`config.mk`:
```
export PLATFORM = sky130hd
export DESIGN_NAME = repg_top
export DESIGN_NICKNAME = d
export VERILOG_FILES = /design/src/repg_pkg.sv /design/src/repg_pg_timer.sv /design/src/repg_sync.sv /design/src/repg_top.sv
export SDC_FILE = /design/constraint.sdc
export NUM_CORES = 1
export LEC_CHECK = 0
export BUFFER_PORTS_ARGS = -buffer_cell sky130_fd_sc_hd__buf_2
export CAP_MARGIN = 15
export CORE_UTILIZATION = 45
export CTS_CLUSTER_SIZE = 8
export DETAILED_ROUTE_END_ITERATION = 10
export GPL_ROUTABILITY_DRIVEN = 0
export PLACE_DENSITY = 0.69
export SLEW_MARGIN = 0
export SYNTH_ARGS = -nofsm -noshare
export SYNTH_HDL_FRONTEND = slang
export SYNTH_SLANG_ARGS = --single-unit
```
`constraint.sdc`:
```
create_clock -name clock_i -period 5.8 [get_ports clock_i]
set_input_delay 1.45 -clock clock_i [delete_from_list [all_inputs] [get_ports clock_i]]
set_output_delay 1.45 -clock clock_i [all_outputs]
set_load 0.005 [all_outputs]
```
`src/repg_pkg.sv`:
```
// Shared constants, register map and carrier types of the regulator enable and power-good block.
package repg_pkg;

  // ----------------------------------------------------------------
  // Timing
  // ----------------------------------------------------------------
  localparam int unsigned CLK_HZ       = 25_000_000;
  localparam int unsigned PG_DELAY_MS  = 230;
  localparam int unsigned PG_DELAY_CYC = (CLK_HZ / 1000) * PG_DELAY_MS;
  localparam int          CNT_W        = 23;

  // ----------------------------------------------------------------
  // Register map, byte addresses on the Avalon-MM slave
  // ----------------------------------------------------------------
  localparam int             ADDR_W        = 5;
  localparam logic [4:0]     ADDR_CTRL     = 5'h00;
  localparam logic [4:0]     ADDR_STATUS   = 5'h04;
  localparam logic [4:0]     ADDR_IRQ_STAT = 5'h08;
  localparam logic [4:0]     ADDR_IRQ_CLR  = 5'h0c;
  localparam logic [4:0]     ADDR_IRQ_EN   = 5'h10;
  localparam logic [31:0]    RDATA_RST     = 32'h0000_0000;

  // Control register fields.
  localparam int LIN_N        = 2;
  localparam int SW_N         = 3;
  localparam int CTRL_LIN_LSB = 0;
  localparam int CTRL_BRST_LSB = 4;

  // Status register fields.
  localparam int STAT_GOOD_LSB = 0;
  localparam int STAT_ON_LSB   = 2;
  localparam int STAT_SW_ON    = 4;
  localparam int STAT_SW_GOOD  = 5;

  // Interrupt bits.
  localparam int IRQ_W        = 4;
  localparam int IRQ_SYS_UV   = 0;
  localparam int IRQ_LOGIC_UV = 1;
  localparam int IRQ_PG_RISE  = 2;
  localparam int IRQ_PG_FALL  = 3;

  // ----------------------------------------------------------------
  // Carriers
  // ----------------------------------------------------------------
  typedef struct packed {
    logic            read;
    logic            write;
    logic [4:0]      address;
    logic [31:0]     writedata;
  } repg_avs_req_t;

  typedef struct packed {
    logic            system_supply_rail_low;
    logic            logic_supply_rail_low;
    logic [1:0]      linear_reg_good;
    logic [2:0]      switcher_above_92;
  } repg_sense_t;

  localparam repg_sense_t SENSE_RST = 7'h00;

  typedef enum logic {
    BUS_IDLE = 1'b0,
    BUS_ACK  = 1'b1
  } repg_bus_state_t;

endpackage

```
`src/repg_pg_timer.sv`:
```
// Release delay counter for the switcher group power-good output.
`timescale 1ns/1ps
module repg_pg_timer
  import repg_pkg::*;
#(
  parameter int unsigned DELAY = PG_DELAY_CYC
) (
  input  wire logic clock_i,
  input  wire logic nrst_i,
  input  wire logic ce_i,
  input  wire logic run_i,
  output logic      done_o
);

  // ----------------------------------------------------------------
  // Counter
  // ----------------------------------------------------------------
  logic [CNT_W-1:0] cnt_reg;

  // Dropping run restarts the count at once, so a brief dip never keeps old progress.
  always_ff @(posedge clock_i) begin
    if (!nrst_i) begin
      cnt_reg <= '0;
      done_o  <= 1'b0;
    end else if (ce_i) begin
      if (!run_i) begin
        cnt_reg <= '0;
        done_o  <= 1'b0;
      end else if (cnt_reg == CNT_W'(DELAY - 1)) begin
        done_o  <= 1'b1;
      end else begin
        cnt_reg <= cnt_reg + CNT_W'(1);
      end
    end
  end

endmodule

```
`src/repg_sync.sv`:
```
// Three-stage synchroniser for pin-level inputs with agreement filter.
`timescale 1ns/1ps
module repg_sync #(
  parameter int W = 1
) (
  input  wire logic         clock_i,
  input  wire logic         nrst_i,
  input  wire logic         ce_i,
  input  wire logic [W-1:0] d_i,
  output logic [W-1:0]      q_o
);

  // ----------------------------------------------------------------
  // Per-bit chain
  // ----------------------------------------------------------------
  // A change is passed on only once the second and third stages agree.
  genvar g;
  generate
    for (g = 0; g < W; g++) begin : g_bit
      logic s1_reg;
      logic s2_reg;
      logic s3_reg;
      always_ff @(posedge clock_i) begin
        if (!nrst_i) begin
          s1_reg <= 1'b0;
          s2_reg <= 1'b0;
          s3_reg <= 1'b0;
          q_o[g] <= 1'b0;
        end else if (ce_i) begin
          s1_reg <= d_i[g];
          s2_reg <= s1_reg;
          s3_reg <= s2_reg;
          if (s2_reg == s3_reg) begin
            q_o[g] <= s3_reg;
          end
        end
      end
    end
  endgenerate

endmodule

```
`src/repg_top.sv`:
```
// Regulator enable, lockout, discharge and power-good control with Avalon-MM registers.
//
// Behaviour
// [RULE_01] A linear regulator turns on when software writes a one to its enable bit.
// [RULE_02] A linear regulator turns off on a zero enable, logic supply undervoltage or power-down.
// [RULE_03] System supply lockout forces both linear regulators off and ignores enable writes.
// [RULE_04] A disabled linear regulator is powered down and its output discharge is switched on.
// [RULE_05] Each linear regulator has one power-good bit in the status read-back.
// [RULE_06] The linear power-good comparators are captured when the status read is addressed.
// [RULE_07] Each switcher has its own burst select bit, independent of the other two.
// [RULE_08] The three switchers are switched on and off together by the pushbutton sequencer.
// [RULE_09] The switchers are held off while the system supply is in lockout.
// [RULE_10] Group power-good shows good only when all switchers are on and in regulation.
// [RULE_11] Group power-good is released 230 ms after all switchers pass 92 percent of target.
// [RULE_12] The system pulls the open-drain group power-good up and may use it as processor reset.
// [RULE_13] Group power-good drives low at once and the delay restarts when any switcher drops.
`timescale 1ns/1ps
module repg_top #(
  parameter int unsigned PG_DELAY_CYCLES = repg_pkg::PG_DELAY_CYC
) (
  input  wire logic                  clock_i,
  input  wire logic                  nrst_i,
  input  wire logic                  ce_i,
  input  wire repg_pkg::repg_avs_req_t avs_req_i,
  output logic [31:0]                avs_readdata_o,
  output logic                       avs_waitrequest_o,
  input  wire repg_pkg::repg_sense_t sense_i,
  input  wire logic                  pb_power_down_i,
  input  wire logic                  pb_switcher_on_i,
  output logic [1:0]                 linear_reg_power_o,
  output logic [1:0]                 linear_reg_discharge_o,
  output logic                       switcher_group_on_o,
  output logic [2:0]                 switcher_burst_select_o,
  output logic                       switcher_group_good_out_o,
  output logic                       switcher_group_good_out_oe_o,
  output logic                       irq_o
);
  import repg_pkg::*;

  // ----------------------------------------------------------------
  // Input synchronisation
  // ----------------------------------------------------------------
  repg_sense_t s;
  repg_sense_t s_prev_reg;

  repg_sync #(
    .W ($bits(repg_sense_t))
  ) u_sync (
    .clock_i (clock_i),
    .nrst_i  (nrst_i),
    .ce_i    (ce_i),
    .d_i     (sense_i),
    .q_o     (s)
  );

  always_ff @(posedge clock_i) begin
    if (!nrst_i) begin
      s_prev_reg <= SENSE_RST;
    end else if (ce_i) begin
      s_prev_reg <= s;
    end
  end

  // ----------------------------------------------------------------
  // Bus slave
  // ----------------------------------------------------------------
  repg_bus_state_t   bus_state_reg;
  logic              bus_take;
  logic              bus_commit;
  logic [31:0]       rd_mux;
  logic [LIN_N-1:0]  lin_en_reg;
  logic [LIN_N-1:0]  lin_on_reg;
  logic [SW_N-1:0]   burst_reg;
  logic              sw_on_reg;
  logic              pg_good_reg;
  logic [IRQ_W-1:0]  irq_stat_reg;
  logic [IRQ_W-1:0]  irq_en_reg;

  // One request is taken from idle; waitrequest drops one cycle later for exactly one cycle.
  assign bus_take   = (avs_req_i.read | avs_req_i.write) && (bus_state_reg == BUS_IDLE);
  assign bus_commit = avs_req_i.write && (bus_state_reg == BUS_ACK);

  always_comb begin
    rd_mux = '0;
    unique case (avs_req_i.address)
      ADDR_CTRL: begin
        rd_mux[CTRL_LIN_LSB +: LIN_N] = lin_en_reg;
        rd_mux[CTRL_BRST_LSB +: SW_N] = burst_reg;
      end
      ADDR_STATUS: begin
        rd_mux[STAT_GOOD_LSB +: LIN_N] = s.linear_reg_good; // [RULE_05]
        rd_mux[STAT_ON_LSB +: LIN_N]   = lin_on_reg;
        rd_mux[STAT_SW_ON]             = sw_on_reg;
        rd_mux[STAT_SW_GOOD]           = pg_good_reg;
      end
      ADDR_IRQ_STAT: rd_mux[IRQ_W-1:0] = irq_stat_reg;
      ADDR_IRQ_EN:   rd_mux[IRQ_W-1:0] = irq_en_reg;
      default:       rd_mux = '0;
    endcase
  end

  // The comparators are sampled only on the edge that takes a read, so the read-back
  // is a snapshot rather than a live view of a possibly chattering comparator.
  always_ff @(posedge clock_i) begin
    if (!nrst_i) begin
      bus_state_reg     <= BUS_IDLE;
      avs_waitrequest_o <= 1'b1;
      avs_readdata_o    <= RDATA_RST;
    end else if (ce_i) begin
      unique case (bus_state_reg)
        BUS_IDLE: begin
          if (bus_take) begin
            bus_state_reg     <= BUS_ACK;
            avs_waitrequest_o <= 1'b0;
            avs_readdata_o    <= avs_req_i.read ? rd_mux : RDATA_RST; // [RULE_06]
          end
        end
        BUS_ACK: begin
          bus_state_reg     <= BUS_IDLE;
          avs_waitrequest_o <= 1'b1;
        end
      endcase
    end
  end

  // ----------------------------------------------------------------
  // Linear regulators
  // ----------------------------------------------------------------
  logic lin_inhibit;

  assign lin_inhibit = s.system_supply_rail_low | s.logic_supply_rail_low | pb_power_down_i;

  always_ff @(posedge clock_i) begin
    if (!nrst_i) begin
      lin_en_reg <= '0;
    end else if (ce_i) begin
      if (lin_inhibit) begin
        lin_en_reg <= '0; // [RULE_02] [RULE_03]
      end else if (bus_commit && avs_req_i.address == ADDR_CTRL) begin
        lin_en_reg <= avs_req_i.writedata[CTRL_LIN_LSB +: LIN_N]; // [RULE_01]
      end
    end
  end

  always_ff @(posedge clock_i) begin
    if (!nrst_i) begin
      lin_on_reg             <= '0;
      linear_reg_power_o     <= '0;
      linear_reg_discharge_o <= '1;
    end else if (ce_i) begin
      lin_on_reg             <= lin_en_reg & {LIN_N{~lin_inhibit}}; // [RULE_01] [RULE_02]
      linear_reg_power_o     <= lin_en_reg & {LIN_N{~lin_inhibit}};
      linear_reg_discharge_o <= ~(lin_en_reg & {LIN_N{~lin_inhibit}}); // [RULE_04]
    end
  end

  // ----------------------------------------------------------------
  // Switchers
  // ----------------------------------------------------------------
  always_ff @(posedge clock_i) begin
    if (!nrst_i) begin
      burst_reg               <= '0;
      switcher_burst_select_o <= '0;
    end else if (ce_i && bus_commit && avs_req_i.address == ADDR_CTRL) begin
      burst_reg               <= avs_req_i.writedata[CTRL_BRST_LSB +: SW_N]; // [RULE_07]
      switcher_burst_select_o <= avs_req_i.writedata[CTRL_BRST_LSB +: SW_N];
    end
  end

  always_ff @(posedge clock_i) begin
    if (!nrst_i) begin
      sw_on_reg           <= 1'b0;
      switcher_group_on_o <= 1'b0;
    end else if (ce_i) begin
      sw_on_reg           <= pb_switcher_on_i & ~s.system_supply_rail_low; // [RULE_08] [RULE_09]
      switcher_group_on_o <= pb_switcher_on_i & ~s.system_supply_rail_low;
    end
  end

  // ----------------------------------------------------------------
  // Group power-good
  // ----------------------------------------------------------------
  logic all_good;
  logic tmr_done;
  logic pg_good_next;

  assign all_good     = sw_on_reg & (&s.switcher_above_92); // [RULE_10]
  assign pg_good_next = tmr_done & all_good; // [RULE_13]

  repg_pg_timer #(
    .DELAY (PG_DELAY_CYCLES)
  ) u_pg_timer (
    .clock_i (clock_i),
    .nrst_i  (nrst_i),
    .ce_i    (ce_i),
    .run_i   (all_good),
    .done_o  (tmr_done)
  );

  // The pin is only ever pulled low; the high level comes from the board pull-up.
  always_ff @(posedge clock_i) begin
    if (!nrst_i) begin
      pg_good_reg                  <= 1'b0;
      switcher_group_good_out_o    <= 1'b0;
      switcher_group_good_out_oe_o <= 1'b1;
    end else if (ce_i) begin
      pg_good_reg                  <= pg_good_next; // [RULE_11]
      switcher_group_good_out_o    <= 1'b0;
      switcher_group_good_out_oe_o <= ~pg_good_next; // [RULE_12]
    end
  end

  // ----------------------------------------------------------------
  // Interrupts
  // ----------------------------------------------------------------
  logic [IRQ_W-1:0] irq_ev;
  logic [IRQ_W-1:0] irq_clr;
  logic [IRQ_W-1:0] irq_stat_next;
  logic [IRQ_W-1:0] irq_en_next;

  always_comb begin
    irq_ev               = '0;
    irq_ev[IRQ_SYS_UV]   = s.system_supply_rail_low & ~s_prev_reg.system_supply_rail_low;
    irq_ev[IRQ_LOGIC_UV] = s.logic_supply_rail_low & ~s_prev_reg.logic_supply_rail_low;
    irq_ev[IRQ_PG_RISE]  = pg_good_next & ~pg_good_reg;
    irq_ev[IRQ_PG_FALL]  = ~pg_good_next & pg_good_reg;
    irq_clr = (bus_commit && avs_req_i.address == ADDR_IRQ_CLR) ?
              avs_req_i.writedata[IRQ_W-1:0] : '0;
    irq_en_next = (bus_commit && avs_req_i.address == ADDR_IRQ_EN) ?
                  avs_req_i.writedata[IRQ_W-1:0] : irq_en_reg;
    // A new event beats a clear issued in the same cycle.
    irq_stat_next = (irq_stat_reg & ~irq_clr) | irq_ev;
  end

  always_ff @(posedge clock_i) begin
    if (!nrst_i) begin
      irq_stat_reg <= '0;
      irq_en_reg   <= '0;
      irq_o        <= 1'b0;
    end else if (ce_i) begin
      irq_stat_reg <= irq_stat_next;
      irq_en_reg   <= irq_en_next;
      irq_o        <= |(irq_stat_next & irq_en_next);
    end
  end

  // ----------------------------------------------------------------
  // Checks
  // ----------------------------------------------------------------
  logic [CNT_W-1:0] good_run_cnt;

  always_ff @(posedge clock_i) begin
    if (!nrst_i) begin
      good_run_cnt <= '0;
    end else if (ce_i) begin
      if (!all_good) begin
        good_run_cnt <= '0;
      end else if (good_run_cnt != CNT_W'(PG_DELAY_CYCLES)) begin
        good_run_cnt <= good_run_cnt + CNT_W'(1);
      end
    end
  end
endmodule

```
# Word-level counts from Yosys, hierarchy flattened
# Cells that the tools add are included.
# Widths: inputs -> output; s select.
# totals
out_inout_bits	44
ff_bits	109
input_bits	51
wordCells	124
# classes
bitwise	23
add_sub_neg	1
eq_ne	15
mux	17
reduce_logical	23
# op_table
cell	n
$mux 23	2
$add 23x1->23 const B	1
$eq 23x23->1 const B	1
$reduce_and 2->1	11
$eq 5x4->1 const B	2
$and 4x4->4	2
$mux 4	2
$pmux 2 s4	1
$and 1x1->1	7
$eq 1x1->1	7
$logic_and 1x1->1	7
$mux 7	1
$not 1->1	7
$pmux 2 s3	1
$reduce_and 3->1	2
$eq 5x3->1 const B	1
$eq 5x5->1 const B	1
$logic_not 5->1	1
$mux 1	5
$mux 2	2
$ne 2x2->1 const B	2
$not 4->4	1
$or 4x4->4	1
$pmux 1 s2	2
other kinds (7)	9

# Longest topological paths before layout
# Gate-level depths: netlist of the first run.
# depth
depth_word	8
ltp_mapped	7
mapped_depth_nobuf	6

# By module
# A second synthesis of the first run with hierarchy kept.
# hier_totals
hier_cells	465
area_unflattened_um2	4147.7
# by_module_without_submodules
module	area_each_um2	seq_area_each_um2	n_inst	cells_each
repg_top	1726.7	640.6	1	199
repg_pg_timer	1280.0	480.5	1	153
repg_sync	1141.1	560.5	1	113

# Least setup slack after synthesis of the first run
# Ideal clock, no wire load.
# synth_path
kind	input to register
startpoint	input port avs_req_i[33] (netlist bit)
endpoint	register irq_o
arrival_time_ps	2795
stages	5
path_buffers	0
setup_slack_ps	2880
t_required_ps	5675
setup_time_ps	125
cell_sequence	or3_1 > nor2_1 > mux2_2 > a22oi_1 > a31oi_1
# synth_via
elab_chain_len	8
elab_cells_between_ends	11
classes_between	eq/ne (2); mux (2); bitwise (4); reduce/logical (3)
# synth_lines
item	line	text
from (decl)	repg_top.sv:24	input wire repg_pkg::repg_avs_req_t avs_req_i,
$eq 5x4->1	repg_top.sv:227	irq_clr = (bus_commit && avs_req_i.address == ADDR_IRQ_CLR) ?
$logic_and 1x1->1	repg_top.sv:227	
$mux 4	repg_top.sv:227	
$not 4->4	repg_top.sv:232	irq_stat_next = (irq_stat_reg & ~irq_clr) | irq_ev;
$and 4x4->4	repg_top.sv:232	
$or 4x4->4	repg_top.sv:232	
$and 4x4->4 (*)	repg_top.sv:243	irq_o <= |(irq_stat_next & irq_en_next);
$reduce_or 4->1 (*)	repg_top.sv:243	
to (signal assigned)	repg_top.sv:243	
to (decl)	repg_top.sv:36	output logic irq_o
# Every way passes the cells marked *; elsewhere a longest branch is shown, timed or not.
# A chain may end at the register's enable or synchronous reset.

# Worst setup path after layout of the first run
# layout_path
startpoint	input port ce_i
endpoint	register u_pg_timer.cnt_reg[15]
# layout_via
elab_chain_len	1
# layout_lines
item	line	text
from (decl)	repg_top.sv:23	input wire logic ce_i,
$reduce_and 2->1 (no source line)	--	
to (signal assigned)	repg_pg_timer.sv:32	cnt_reg <= cnt_reg + CNT_W'(1);
to (decl)	repg_pg_timer.sv:18	logic [CNT_W-1:0] cnt_reg;
# No other way between the ends.

==> metrics.txt, run 1 <==
# TYPE chip_impl_metric gauge
chip_impl_info{name="outcome",value="completed"} 1
chip_impl_metric{name="internal_power",unit="uW"} 776
chip_impl_metric{name="drt.antenna.violating_nets",unit=""} 0
chip_impl_metric{name="timing.setup.tns",unit="ns"} 0
chip_impl_metric{name="count_of_h_tree_levels_built_during_cts",unit=""} 3
chip_impl_metric{name="switching_share",unit="%"} 27.2
chip_impl_metric{name="nNetsFinal",unit=""} 536
chip_impl_metric{name="postSynthRegisterBits",unit=""} 84
chip_impl_metric{name="required",unit="ns"} 6.09
chip_impl_metric{name="gr-total-overflow",unit=""} 0
chip_impl_metric{name="global_route.usage.met1",unit="%"} 25.4
chip_impl_metric{name="grt_use_met3",unit="%"} 4.31
chip_impl_info{name="tritoncts_clock_tree",value="built"} 1
chip_impl_metric{name="multi_input_area",unit="sq um"} 1990
chip_impl_metric{name="fp.dieW",unit="microns"} 95.3
chip_impl_metric{name="vdd_drop_max",unit="mV"} 0.134
chip_impl_metric{name="worst-slew-pin-transition",unit="ns"} 0.620
chip_impl_metric{name="grt.total_usage",unit="%"} 18.9
chip_impl_metric{name="routedWlPerCell",unit="microns"} 13.4
chip_impl_metric{name="max_cap_viol_count",unit=""} 0
chip_impl_metric{name="ys_async_sr_fraction",unit="%"} 0
chip_impl_metric{name="post-cts-setup-buffer-count",unit=""} 0
chip_impl_metric{name="io-pin-count",unit=""} 95
chip_impl_metric{name="synth.avg_cell_area",unit="sq um"} 8.72
chip_impl_metric{name="grt_util_met2",unit="%"} 29.4
chip_impl_metric{name="number_of_antenna_diodes",unit=""} 0
chip_impl_info{name="setup_repair_after_global_routing_missed_its_margin",value="false"} 1
chip_impl_metric{name="timing.critical_path.fanout_max",unit=""} 25
chip_impl_metric{name="timing.final.hold_violations",unit=""} 0
chip_impl_metric{name="detailedPlacementHpwl",unit="microns"} 5520
chip_impl_metric{name="grt_pass1_vias",unit=""} 2826
chip_impl_metric{name="ff_latch_area",unit="sq um"} 1680
chip_impl_metric{name="numPortBuffers",unit=""} 43
chip_impl_metric{name="first_pass_iters",unit=""} 4
chip_impl_metric{name="post-route-min-period",unit="ns"} 2.86
chip_impl_metric{name="filler_cell_count",unit=""} 793
chip_impl_metric{name="largest_register_ff_count",unit=""} 23
chip_impl_metric{name="grt_max_degree",unit=""} 58
chip_impl_metric{name="cts.sink_count",unit=""} 84
chip_impl_metric{name="edff_count_synth",unit=""} 0
chip_impl_metric{name="power.combinational.fraction",unit="%"} 5.8
chip_impl_metric{name="synth.yosys.warnings",unit=""} 0
chip_impl_info{name="class_of_the_tightest_hold_or_removal_check",value="flop to flop"} 1
chip_impl_metric{name="post_synthesis_cell_area",unit="sq um"} 3920
chip_impl_info{name="timing.critical_path.from_type",value="input pin"} 1
chip_impl_metric{name="proportion_of_synthesized_chip_area_in_sequential_cells",unit="%"} 43.0
chip_impl_metric{name="number_of_gates_resized_after_cts",unit=""} 0
chip_impl_info{name="worst_setup_path_startpoint",value="ce_i"} 1
chip_impl_metric{name="standard_cell_row_count",unit=""} 33
chip_impl_metric{name="dieArea",unit="sq um"} 9080
chip_impl_metric{name="antenna_found_initial",unit=""} 0
chip_impl_metric{name="cp.arrival",unit="ns"} 3.15
chip_impl_info{name="dominantRegCellSynth",value="sky130_fd_sc_hd__dfxtp_1"} 1
chip_impl_metric{name="power.net_switching",unit="uW"} 290
chip_impl_metric{name="yosys.cell_types.count",unit=""} 56
chip_impl_metric{name="power-per-cell-area",unit="nW/um^2"} 249
chip_impl_metric{name="synth_top_area_share",unit="%"} 43.0
chip_impl_metric{name="ratio_of_final_minimum_period_to_clock_period",unit="%"} 49.4
chip_impl_metric{name="clk_pin_slew",unit="ns"} 0.10
chip_impl_metric{name="tritoncts.num_buffers",unit=""} 9
chip_impl_metric{name="setup_viol",unit=""} 0
chip_impl_metric{name="fmaxAchievable",unit="MHz"} 349
chip_impl_metric{name="drt_first_iter_violations",unit=""} 193
chip_impl_info{name="criticalPathCategory",value="input pin to flop"} 1
chip_impl_metric{name="synthesis.instances",unit=""} 449
chip_impl_metric{name="power.share.clock",unit="%"} 38.8
chip_impl_metric{name="vias_per_cell",unit=""} 5.40
chip_impl_metric{name="start_util",unit="%"} 47.2
chip_impl_info{name="global_route.peak_usage_layer",value="met2"} 1
chip_impl_info{name="worst_setup_path_end_kind",value="flop"} 1
chip_impl_info{name="area_leader_netlist",value="sky130_fd_sc_hd__dfxtp_1"} 1
chip_impl_metric{name="clock_skew",unit="ns"} 0.00821
chip_impl_info{name="r2r_start",value="u_pg_timer.cnt_reg[0]"} 1
chip_impl_metric{name="cts_buffer_depth",unit=""} 2
chip_impl_metric{name="synthToLayoutAreaGrowth",unit="%"} 9.24
chip_impl_metric{name="drc_viols",unit=""} 0
chip_impl_metric{name="wl",unit="microns"} 7950
chip_impl_metric{name="drive_gt1_share",unit="%"} 15.7
chip_impl_metric{name="detailroute.via_count",unit=""} 3206
chip_impl_metric{name="max_slew_margin",unit="%"} 58.4
chip_impl_metric{name="leakage_power",unit="uW"} 0.00168
chip_impl_info{name="synth_top_cells_by_area",value="sky130_fd_sc_hd__dfxtp_1, sky130_fd_sc_hd__mux2i_1, sky130_fd_sc_hd__nor2_1, sky130_fd_sc_hd__buf_4, sky130_fd_sc_hd__o21ai_0"} 1
chip_impl_metric{name="seqPwrFrac",unit="%"} 55.3
chip_impl_metric{name="die_h",unit="microns"} 95.3
chip_impl_metric{name="hold_buffers",unit=""} 0
chip_impl_metric{name="core",unit="sq um"} 8300
chip_impl_metric{name="post_layout_nonfiller_instances",unit=""} 594
chip_impl_info{name="hold_start",value="avs_readdata_o[3]"} 1
chip_impl_metric{name="clkLatencyLatePin",unit="ns"} 0.36
chip_impl_metric{name="placed_cells_incl_taps",unit=""} 578
chip_impl_metric{name="final-max-slew-violation-count",unit=""} 0
chip_impl_info{name="ctsRootBufferMaster",value="sky130_fd_sc_hd__clkbuf_8"} 1
chip_impl_metric{name="grt_first_pass_wirelength",unit="microns"} 13300
## cells in the mapped netlist, types with 4 or more instances
library cell and number:
sky130_fd_sc_hd__buf_4 27, sky130_fd_sc_hd__o21ai_0 31, sky130_fd_sc_hd__xnor2_1 11, sky130_fd_sc_hd__nand4_1 11, sky130_fd_sc_hd__a22oi_1 6, sky130_fd_sc_hd__mux2_2 4, sky130_fd_sc_hd__a21oi_1 27, sky130_fd_sc_hd__inv_1 8
sky130_fd_sc_hd__nor3_1 11, sky130_fd_sc_hd__nor2_1 61, sky130_fd_sc_hd__or3_1 10, sky130_fd_sc_hd__nand3_1 14, sky130_fd_sc_hd__a21o_1 8, sky130_fd_sc_hd__mux2i_1 33, sky130_fd_sc_hd__nor2b_1 4, sky130_fd_sc_hd__nand2_1 31
sky130_fd_sc_hd__clkbuf_1 14, sky130_fd_sc_hd__dfxtp_1 84
## through the flow
| step | utilization, % | area [sq um] | hold slack, ns | worst slack (ns) | total power (uW) |
|---|---|---|---|---|---|
| 6_report | 51.5 | 4280 | 0.458 | 2.94 | 1070 |
| 5_1_grt | 51.5 | 4280 | 0.479 | 2.83 | 1120 |
| 2_1_floorplan | - | 4010 | 0.436 | 2.88 | 657 |
| 3_5_place_dp | 49.1 | 4080 | 0.444 | 2.59 | 665 |
| 3_3_place_gp | 49.1 | 4080 | 0.440 | 2.60 | 663 |
| 4_1_cts | 51.5 | 4280 | 0.459 | 2.95 | 1080 |
## final timing paths
path	end	slack, ns	cells past startpoint
worst min-delay path	avs_readdata_o[3]	0.46	2
worst max register to register	u_pg_timer.cnt_reg[16]	3.82	5
worst min register to register	avs_readdata_o[3]	0.46	2
worst max-delay path	u_pg_timer.cnt_reg[15]	2.94	5
## critical path: stages
cell and delay, ns:
sky130_fd_sc_hd__buf_2 0.23, sky130_fd_sc_hd__inv_2 0.24, sky130_fd_sc_hd__or4_1 0.72, sky130_fd_sc_hd__or3_1 0.35
sky130_fd_sc_hd__a21oi_1 0.15
## final cells by class
cell class | count | share of cell area, %
Clock buffer | 9 | 2.90
Sequential cell | 84 | 39.3
Multi-Input combinational cell | 334 | 46.6
Inverter | 9 | 0.790
Clock inverter | 7 | 1.73
Timing Repair Buffer | 46 | 5.56
Tap cell | 105 | 3.07
## cells by family (layout without fill, tap and decap cells)
family                   count (synthesis)  count (layout)  share of synthesized area [%]
buffers and inverters                   56              71                           8.50
XOR/XNOR                                14              14                           3.13
AND/OR/NAND/NOR                        168             168                           21.9
flip-flops                              84              84                           43.0
adder cells (fa/ha/maj)                  1               1                          0.320
AO/OA/AOI/OAI                           88              88                           13.5
multiplexers                            37              37                           9.59
other                                    1              26                         0.0958
## per-layer routing
metal | vias up | wire (microns)
met5 | - | 0
met1 | 1501 | 3880
met2 | 89 | 3620
met4 | 0 | 107
li1 | 1605 | -
met3 | 11 | 339
## cell usage in the layout, fill, tap and decap left out, drive strengths merged, types with 2 or more instances in the layout
cell     Yosys  layout
dfxtp       84      84
nor2        62      62
buf         32      46
mux2i       33      33
nand2       32      32
o21ai       32      32
a21oi       27      27
conb         1      26
nand3       15      15
inv          9      14
nor3        11      11
xnor2       11      11
nand4       11      11
or3         10      10
clkbuf      15       9
a21o         8       8
a22oi        6       6
nor4         5       5
mux2         4       4
nor2b        4       4
or4          4       4
xor2         3       3
a32oi        2       2
and2         2       2
nor4bb       2       2
o211ai       2       2
a222oi       2       2
o2bb2ai      2       2
a2bb2oi      2       2
and4         2       2
and3         2       2
clkinv       0       2
## power by group through the flow
stage          sequential (uW)  clock (uW)  combinational (uW)
3_3_place_gp               603           0                60.5
3_5_place_dp               603           0                62.1
4_1_cts                    590         428                62.2
6_report                   590         414                62.3
2_1_floorplan              601           0                56.5
5_1_grt                    591         456                70.9
(Power assumes the default switching activity.)
==> run 2, diff against run 1 <==
==> constraint.sdc (replaced) <==
create_clock -name clock_i -period 2.7 [get_ports clock_i]
set_input_delay 0.675 -clock clock_i [delete_from_list [all_inputs] [get_ports clock_i]]
set_output_delay 0.675 -clock clock_i [all_outputs]
set_load 0.005 [all_outputs]
==> run 2 against run 1 <==
Effect of this change:
- combinational power rose by 120%
- critical path type unchanged
- register-to-register slack got worse by 3.1 ns
- non-clock buffer count rose by 3
- global-route usage fell by 0.70 points
- routed wire length fell by 1.8%
- power rose by 110%
- highest routed layer unchanged
==> metrics.txt, run 2 (synthesis gave the netlist of run 1 again) <==
# TYPE chip_impl_metric gauge
chip_impl_info{name="outcome",value="completed"} 1
chip_impl_metric{name="number_of_antenna_diodes",unit=""} 0
chip_impl_metric{name="routedWlPerCell",unit="microns"} 13.1
chip_impl_metric{name="synthToLayoutAreaGrowth",unit="%"} 9.59
chip_impl_info{name="class_of_the_tightest_hold_or_removal_check",value="flop to flop"} 1
chip_impl_metric{name="grt_max_degree",unit=""} 36
chip_impl_metric{name="numPortBuffers",unit=""} 43
chip_impl_info{name="tritoncts_clock_tree",value="built"} 1
chip_impl_metric{name="final-max-slew-violation-count",unit=""} 0
chip_impl_metric{name="dr_wl_met2",unit="microns"} 3550
chip_impl_info{name="worst_hold_path.endpoint",value="u_sync.q_o[2]"} 1
chip_impl_info{name="topRoutingLayerUsed",value="met4"} 1
chip_impl_metric{name="grt_first_pass_wirelength",unit="microns"} 12900
chip_impl_metric{name="standard_cell_row_count",unit=""} 33
chip_impl_metric{name="worst-slew-pin-transition",unit="ns"} 0.921
chip_impl_info{name="worst_setup_path_end_kind",value="flop"} 1
chip_impl_metric{name="power.share.clock",unit="%"} 36.6
chip_impl_metric{name="number_of_gates_resized_after_cts",unit=""} 0
chip_impl_metric{name="max_cap_viol_count",unit=""} 0
chip_impl_metric{name="vias_per_cell",unit=""} 5.33
chip_impl_info{name="worstReg2RegEnd",value="u_pg_timer.cnt_reg[22]"} 1
chip_impl_metric{name="worstRegToRegCells",unit=""} 6
chip_impl_metric{name="cts_buffer_depth",unit=""} 2
chip_impl_metric{name="ff2ff_setup_slack",unit="ns"} 0.71
chip_impl_metric{name="seqPwrFrac",unit="%"} 57.1
chip_impl_metric{name="die_h",unit="microns"} 95.3
chip_impl_metric{name="setup_viol",unit=""} 0
chip_impl_metric{name="count_of_h_tree_levels_built_during_cts",unit=""} 3
chip_impl_metric{name="start_util",unit="%"} 47.2
chip_impl_metric{name="detailedPlacementHpwl",unit="microns"} 5640
chip_impl_metric{name="detailroute.via_count",unit=""} 3181
chip_impl_info{name="critical_path.cell_chain",value="buf_2, or3_1, nor2_1, mux2_2, a22oi_1, a31oi_1"} 1
chip_impl_metric{name="max_slew_margin",unit="%"} 38.5
chip_impl_info{name="setup_repair_after_global_routing_missed_its_margin",value="false"} 1
chip_impl_metric{name="fp.dieW",unit="microns"} 95.3
chip_impl_metric{name="drive_gt1_share",unit="%"} 16.1
chip_impl_metric{name="hold_buffers",unit=""} 0
chip_impl_metric{name="clk_pin_slew",unit="ns"} 0.09
chip_impl_metric{name="preCtsSetupSlack",unit="ns"} 0.310
chip_impl_metric{name="power.combinational.fraction",unit="%"} 6.3
chip_impl_metric{name="hold_critical_path_depth",unit=""} 2
chip_impl_info{name="timing.critical_path.from_type",value="input pin"} 1
chip_impl_info{name="layout_commonest_cell",value="sky130_fd_sc_hd__dfxtp_1"} 1
chip_impl_metric{name="dieArea",unit="sq um"} 9080
chip_impl_metric{name="antenna_found_initial",unit=""} 0
chip_impl_metric{name="route.layer.met1.wl",unit="microns"} 3740
chip_impl_metric{name="wl",unit="microns"} 7800
chip_impl_metric{name="finalCoreUtilization",unit="%"} 51.7
chip_impl_metric{name="largest_register_ff_count",unit=""} 23
chip_impl_metric{name="route.met3.wl",unit="microns"} 332
chip_impl_metric{name="timing.final.hold_violations",unit=""} 0
chip_impl_info{name="criticalPathCategory",value="input pin to flop"} 1
chip_impl_metric{name="fmaxAchievable",unit="MHz"} 492
chip_impl_metric{name="filler_cell_count",unit=""} 793
chip_impl_info{name="most-common-layout-cells",value="sky130_fd_sc_hd__dfxtp_1, sky130_fd_sc_hd__nor2_1, sky130_fd_sc_hd__buf_2"} 1
chip_impl_metric{name="timing.critical_path.fanout_max",unit=""} 5
chip_impl_metric{name="post-route-min-period",unit="ns"} 2.03
chip_impl_metric{name="internal_power",unit="uW"} 1650
chip_impl_metric{name="power.net_switching",unit="uW"} 568
chip_impl_metric{name="grt_pass1_vias",unit=""} 2788
chip_impl_metric{name="power-per-cell-area",unit="nW/um^2"} 517
chip_impl_metric{name="switching_share",unit="%"} 25.6
chip_impl_metric{name="first_pass_iters",unit=""} 4
chip_impl_metric{name="grt.total_usage",unit="%"} 18.2
chip_impl_info{name="hold_start",value="u_sync.g_bit[2].s3_reg"} 1
chip_impl_metric{name="cts.sink_count",unit=""} 84
chip_impl_metric{name="clock_skew",unit="ns"} 0.00763
chip_impl_metric{name="final_cell_area",unit="sq um"} 4290
chip_impl_metric{name="clkLatencyLatePin",unit="ns"} 0.35
chip_impl_metric{name="io-pin-count",unit=""} 95
chip_impl_metric{name="ratio_of_final_minimum_period_to_clock_period",unit="%"} 75.3
chip_impl_metric{name="drt.antenna.violating_nets",unit=""} 0
chip_impl_metric{name="critical-path-max-stage-delay",unit="ns"} 0.46
chip_impl_metric{name="nNetsFinal",unit=""} 539
chip_impl_metric{name="leakage_power",unit="uW"} 0.00168
chip_impl_metric{name="gr-total-overflow",unit=""} 0
chip_impl_metric{name="timing.setup.tns",unit="ns"} 0
chip_impl_info{name="crit_slowest_cell",value="sky130_fd_sc_hd__or3_1"} 1
chip_impl_metric{name="vdd_drop_max",unit="mV"} 0.305
chip_impl_metric{name="post-cts-setup-buffer-count",unit=""} 0
chip_impl_metric{name="place_area",unit="sq um"} 4110
chip_impl_info{name="r2r_start",value="u_pg_timer.cnt_reg[0]"} 1
chip_impl_metric{name="drt_first_iter_violations",unit=""} 126
chip_impl_metric{name="required",unit="ns"} 2.94
chip_impl_metric{name="drc_viols",unit=""} 0
chip_impl_metric{name="tritoncts.num_buffers",unit=""} 9
chip_impl_metric{name="core",unit="sq um"} 8300
chip_impl_metric{name="setup_ws",unit="ns"} 0.667
chip_impl_metric{name="cp.arrival",unit="ns"} 2.27
chip_impl_info{name="ctsRootBufferMaster",value="sky130_fd_sc_hd__clkbuf_8"} 1
## run 2: cell types whose count changed in the layout (fill, tap and decap cells not counted), sizes merged
cell,delta
clkinvlp,+2
clkbuf,+1
buf,+3
inv,-3
## run 2: worst max-delay path by stage
stage                        to          start
after detailed placement  irq_o  avs_req_i[33]
after global placement    irq_o  avs_req_i[33]
final                     irq_o  avs_req_i[33]
after global routing      irq_o  avs_req_i[33]
after floorplan           irq_o  avs_req_i[33]
after CTS                 irq_o  avs_req_i[33]
## run 2: critical path, delay by kind of cell
family                 cells  cell delay [ns]
and+or+nand+nor            2             0.81
AOI/OAI and AO/OA          2             0.29
buffers and inverters      1             0.11
muxes                      1             0.38
## run 2: per-stage QoR
| step | hold WS (ns) | total power (uW) | cells |
|---|---|---|---|
| floorplan | 0.436 | 1410 | 474 |
| global placement | 0.441 | 1430 | 581 |
| detailed placement | 0.445 | 1440 | 581 |
| CTS | 0.464 | 2240 | 597 |
| global route | 0.480 | 2320 | 597 |
| finish | 0.457 | 2220 | 597 |
## run 2: layout make-up
cell class                      instances  area (sq um)  share of cell area (%)
Inverter                                9          33.8                   0.787
Tap cell                              105           131                    3.06
Multi-Input combinational cell        334          1990                    46.5
Timing Repair Buffer                   49           273                    6.36
Clock buffer                           10           128                    2.97
Sequential cell                        84          1680                    39.2
Clock inverter                          6          48.8                    1.14
## run 2: routing by layer
metal	track usage, %	up-vias
met5	0	-
met4	9.34	0
met3	2.95	16
met2	27.7	73
met1	24.7	1482
li1	-	1610
## run 2: power groups by stage
| stage | sequential, uW | combinational (uW) | clock, uW |
|---|---|---|---|
| 2_1_floorplan | 1290 | 121 | 0 |
| 3_3_place_gp | 1290 | 137 | 0 |
| 3_5_place_dp | 1300 | 139 | 0 |
| 4_1_cts | 1270 | 140 | 834 |
| 5_1_grt | 1270 | 158 | 896 |
| 6_report | 1270 | 139 | 811 |
==> run 3, diff against run 2 <==
==> constraint.sdc (replaced) <==
create_clock -name clock_i -period 2.05 [get_ports clock_i]
set_input_delay 0.5125 -clock clock_i [delete_from_list [all_inputs] [get_ports clock_i]]
set_output_delay 0.5125 -clock clock_i [all_outputs]
set_load 0.005 [all_outputs]
==> run 3 against run 2 <==
Effect of this change:
- via count grew 4.0%
- die area unchanged
- final cell count up 2.3%
- setup slack got worse by 0.56 ns
- clock power grew 50%
- critical path depth is the same
- power rose by 39%
- register-to-register slack worse by 0.60 ns
- combinational power is 42% higher
- sequential cell count stayed put
- final area increased by 3.2%
==> metrics.txt, run 3 (synthesis gave the netlist of run 1 again) <==
# TYPE chip_impl_metric gauge
chip_impl_metric{name="placed_cells_incl_taps",unit=""} 593
chip_impl_metric{name="setup_viol",unit=""} 0
chip_impl_metric{name="count_of_h_tree_levels_built_during_cts",unit=""} 3
chip_impl_metric{name="clk_pin_slew",unit="ns"} 0.09
chip_impl_info{name="worst_setup_path_end_kind",value="flop"} 1
chip_impl_info{name="hold_start",value="avs_req_i[5]"} 1
chip_impl_metric{name="detailedPlacementHpwl",unit="microns"} 5870
chip_impl_metric{name="max_slew_margin",unit="%"} 58.5
chip_impl_metric{name="hold_buffers",unit=""} 0
chip_impl_metric{name="power.share.clock",unit="%"} 39.6
chip_impl_metric{name="gr-total-overflow",unit=""} 0
chip_impl_metric{name="grt.total_usage",unit="%"} 19.1
chip_impl_metric{name="ff2ff_setup_slack",unit="ns"} 0.11
chip_impl_metric{name="vdd_drop_max",unit="mV"} 0.403
chip_impl_metric{name="hold_critical_path_depth",unit=""} 3
chip_impl_info{name="worstReg2RegEnd",value="u_pg_timer.cnt_reg[22]"} 1
chip_impl_metric{name="routedWlPerCell",unit="microns"} 13.7
chip_impl_metric{name="timing.final.hold_violations",unit=""} 0
chip_impl_metric{name="cts.sink_count",unit=""} 84
chip_impl_metric{name="die_h",unit="microns"} 95.3
chip_impl_info{name="crit_slowest_cell",value="sky130_fd_sc_hd__or4_4"} 1
chip_impl_metric{name="switching_share",unit="%"} 24.5
chip_impl_metric{name="nNetsFinal",unit=""} 553
chip_impl_metric{name="cts_buffer_depth",unit=""} 2
chip_impl_metric{name="grt_max_degree",unit=""} 33
chip_impl_metric{name="start_util",unit="%"} 47.2
chip_impl_metric{name="timing.critical_path.fanout_max",unit=""} 5
chip_impl_info{name="setup.worst_path.end",value="u_pg_timer.cnt_reg[22]"} 1
chip_impl_metric{name="wl",unit="microns"} 8350
chip_impl_metric{name="critical-path-max-stage-delay",unit="ns"} 0.62
chip_impl_metric{name="timing.setup.tns",unit="ns"} 0
chip_impl_metric{name="synthToLayoutAreaGrowth",unit="%"} 13.1
chip_impl_metric{name="drive_gt1_share",unit="%"} 19.4
chip_impl_metric{name="post_layout_nonfiller_instances",unit=""} 611
chip_impl_metric{name="seqPwrFrac",unit="%"} 54.0
chip_impl_metric{name="drt_first_iter_violations",unit=""} 196
chip_impl_metric{name="first_pass_iters",unit=""} 5
chip_impl_metric{name="max_cap_viol_count",unit=""} 0
chip_impl_metric{name="power.combinational.fraction",unit="%"} 6.4
chip_impl_info{name="setup_repair_after_global_routing_missed_its_margin",value="false"} 1
chip_impl_info{name="criticalPathCategory",value="flop to flop"} 1
chip_impl_info{name="most-common-layout-cells",value="sky130_fd_sc_hd__dfxtp_1, sky130_fd_sc_hd__nor2_1, sky130_fd_sc_hd__buf_2"} 1
chip_impl_metric{name="worstRegToRegCells",unit=""} 6
chip_impl_metric{name="worst-slew-pin-transition",unit="ns"} 0.617
chip_impl_metric{name="place_area",unit="sq um"} 4190
chip_impl_info{name="r2r_start",value="u_pg_timer.cnt_reg[0]"} 1
chip_impl_metric{name="standard_cell_row_count",unit=""} 33
chip_impl_metric{name="multi_input_area",unit="sq um"} 2010
chip_impl_metric{name="core",unit="sq um"} 8300
chip_impl_info{name="ctsRootBufferMaster",value="sky130_fd_sc_hd__clkbuf_8"} 1
chip_impl_info{name="timing.critical_path.from_type",value="flop"} 1
chip_impl_metric{name="largest_register_ff_count",unit=""} 23
chip_impl_metric{name="final_cell_area",unit="sq um"} 4430
chip_impl_metric{name="required",unit="ns"} 2.28
chip_impl_metric{name="final-max-slew-violation-count",unit=""} 0
chip_impl_metric{name="io-pin-count",unit=""} 95
chip_impl_info{name="critical_path.cell_chain",value="ha_2, nand3_2, or4_4, nor4_4, xnor2_1, nor2_2"} 1
chip_impl_metric{name="dieArea",unit="sq um"} 9080
chip_impl_metric{name="ff_latch_area",unit="sq um"} 1680
chip_impl_metric{name="fp.dieW",unit="microns"} 95.3
chip_impl_metric{name="power-per-cell-area",unit="nW/um^2"} 697
chip_impl_metric{name="grt_pass1_vias",unit=""} 2909
chip_impl_metric{name="drt.antenna.violating_nets",unit=""} 0
chip_impl_metric{name="antenna_found_initial",unit=""} 0
chip_impl_metric{name="fmaxAchievable",unit="MHz"} 516
chip_impl_metric{name="leakage_power",unit="uW"} 0.00176
chip_impl_metric{name="vias_per_cell",unit=""} 5.42
chip_impl_metric{name="grt_first_pass_wirelength",unit="microns"} 13600
chip_impl_info{name="outcome",value="completed"} 1
chip_impl_info{name="tritoncts_clock_tree",value="built"} 1
chip_impl_metric{name="totalPowerFinal",unit="uW"} 3090
chip_impl_metric{name="filler_cell_count",unit=""} 753
chip_impl_metric{name="drc_viols",unit=""} 0
chip_impl_metric{name="tritoncts.num_buffers",unit=""} 9
chip_impl_metric{name="numPortBuffers",unit=""} 43
chip_impl_metric{name="ratio_of_final_minimum_period_to_clock_period",unit="%"} 94.6
chip_impl_info{name="class_of_the_tightest_hold_or_removal_check",value="input pin to flop"} 1
chip_impl_metric{name="clkLatencyLatePin",unit="ns"} 0.35
chip_impl_metric{name="power.net_switching",unit="uW"} 755
chip_impl_info{name="layout_commonest_cell",value="sky130_fd_sc_hd__dfxtp_1"} 1
chip_impl_metric{name="clock_skew",unit="ns"} 0.0112
chip_impl_metric{name="detailroute.via_count",unit=""} 3309
chip_impl_metric{name="post-route-min-period",unit="ns"} 1.94
chip_impl_metric{name="cp.arrival",unit="ns"} 2.17
chip_impl_info{name="worst_setup_path_startpoint",value="u_pg_timer.cnt_reg[0]"} 1
chip_impl_metric{name="number_of_antenna_diodes",unit=""} 0
chip_impl_metric{name="internal_power",unit="uW"} 2330
[run 3: cell count changes in the layout (fill, tap and decap cells not counted), sizes merged]
cell and delta:
buf +13, bufinv +1, inv -1, or4 +1
[run 3: final cells by class]
class / instances / share of cell area, %
repair buffers: 62 / 8.08
clock buffers: 10 / 3.11
flip-flops and latches: 84 / 38.0
multi-input cells: 335 / 45.4
clock inverters: 6 / 1.61
inverters: 9 / 0.763
well taps: 105 / 2.97
[run 3: layer usage]
layer,track usage [%],share of wire (%),wire (microns),vias up
met5,0,0,0,-
met4,6.44,0.75,63,0
met3,3.67,4.8,402,8
met2,30.0,47,3940,91
met1,26.2,47,3940,1568
li1,-,-,-,1642
[run 3: metrics by stage]
| stage | setup slack, ns | hold slack, ns | util (%) |
|---|---|---|---|
| after floorplan | 0.0672 | 0.436 | - |
| after global placement | 0.0175 | 0.441 | 50.5 |
| after detailed placement | 0.0106 | 0.446 | 50.5 |
| after CTS | 0.0701 | 0.390 | 53.0 |
| after global routing | 0.0233 | 0.393 | 53.4 |
| final | 0.111 | 0.396 | 53.4 |
[run 3: worst min-delay path by stage]
stage | endpoint | slack [ns]
3_3_place_gp | u_sync.q_o[1] | 0.44
4_1_cts | u_sync.g_bit[5].s1_reg | 0.39
6_report | burst_reg[1] | 0.40
5_1_grt | burst_reg[1] | 0.39
2_1_floorplan | u_sync.q_o[0] | 0.44
3_5_place_dp | u_sync.q_o[3] | 0.45
[run 3: power groups by stage]
stage	logic [uW]	clock network, uW	registers [uW]
after floorplan	160	0	1700
after global placement	193	0	1700
after detailed placement	198	0	1710
after CTS	198	1250	1670
after global routing	224	1320	1670
final	198	1220	1670
[run 3: worst max-delay path, delay by kind of cell, from the launching register on]
family,cells,cell delay [ns]
and+or+nand+nor,4,1.08
DFF,1,0.38
adders and majority gates,1,0.21
xor gates and xnor gates,1,0.17
[run 3: repair_timing]
item                                    CTS  global route
endpoints found under the setup margin    0             5
buffers inserted                          0             1
gates resized for setup                   0             5
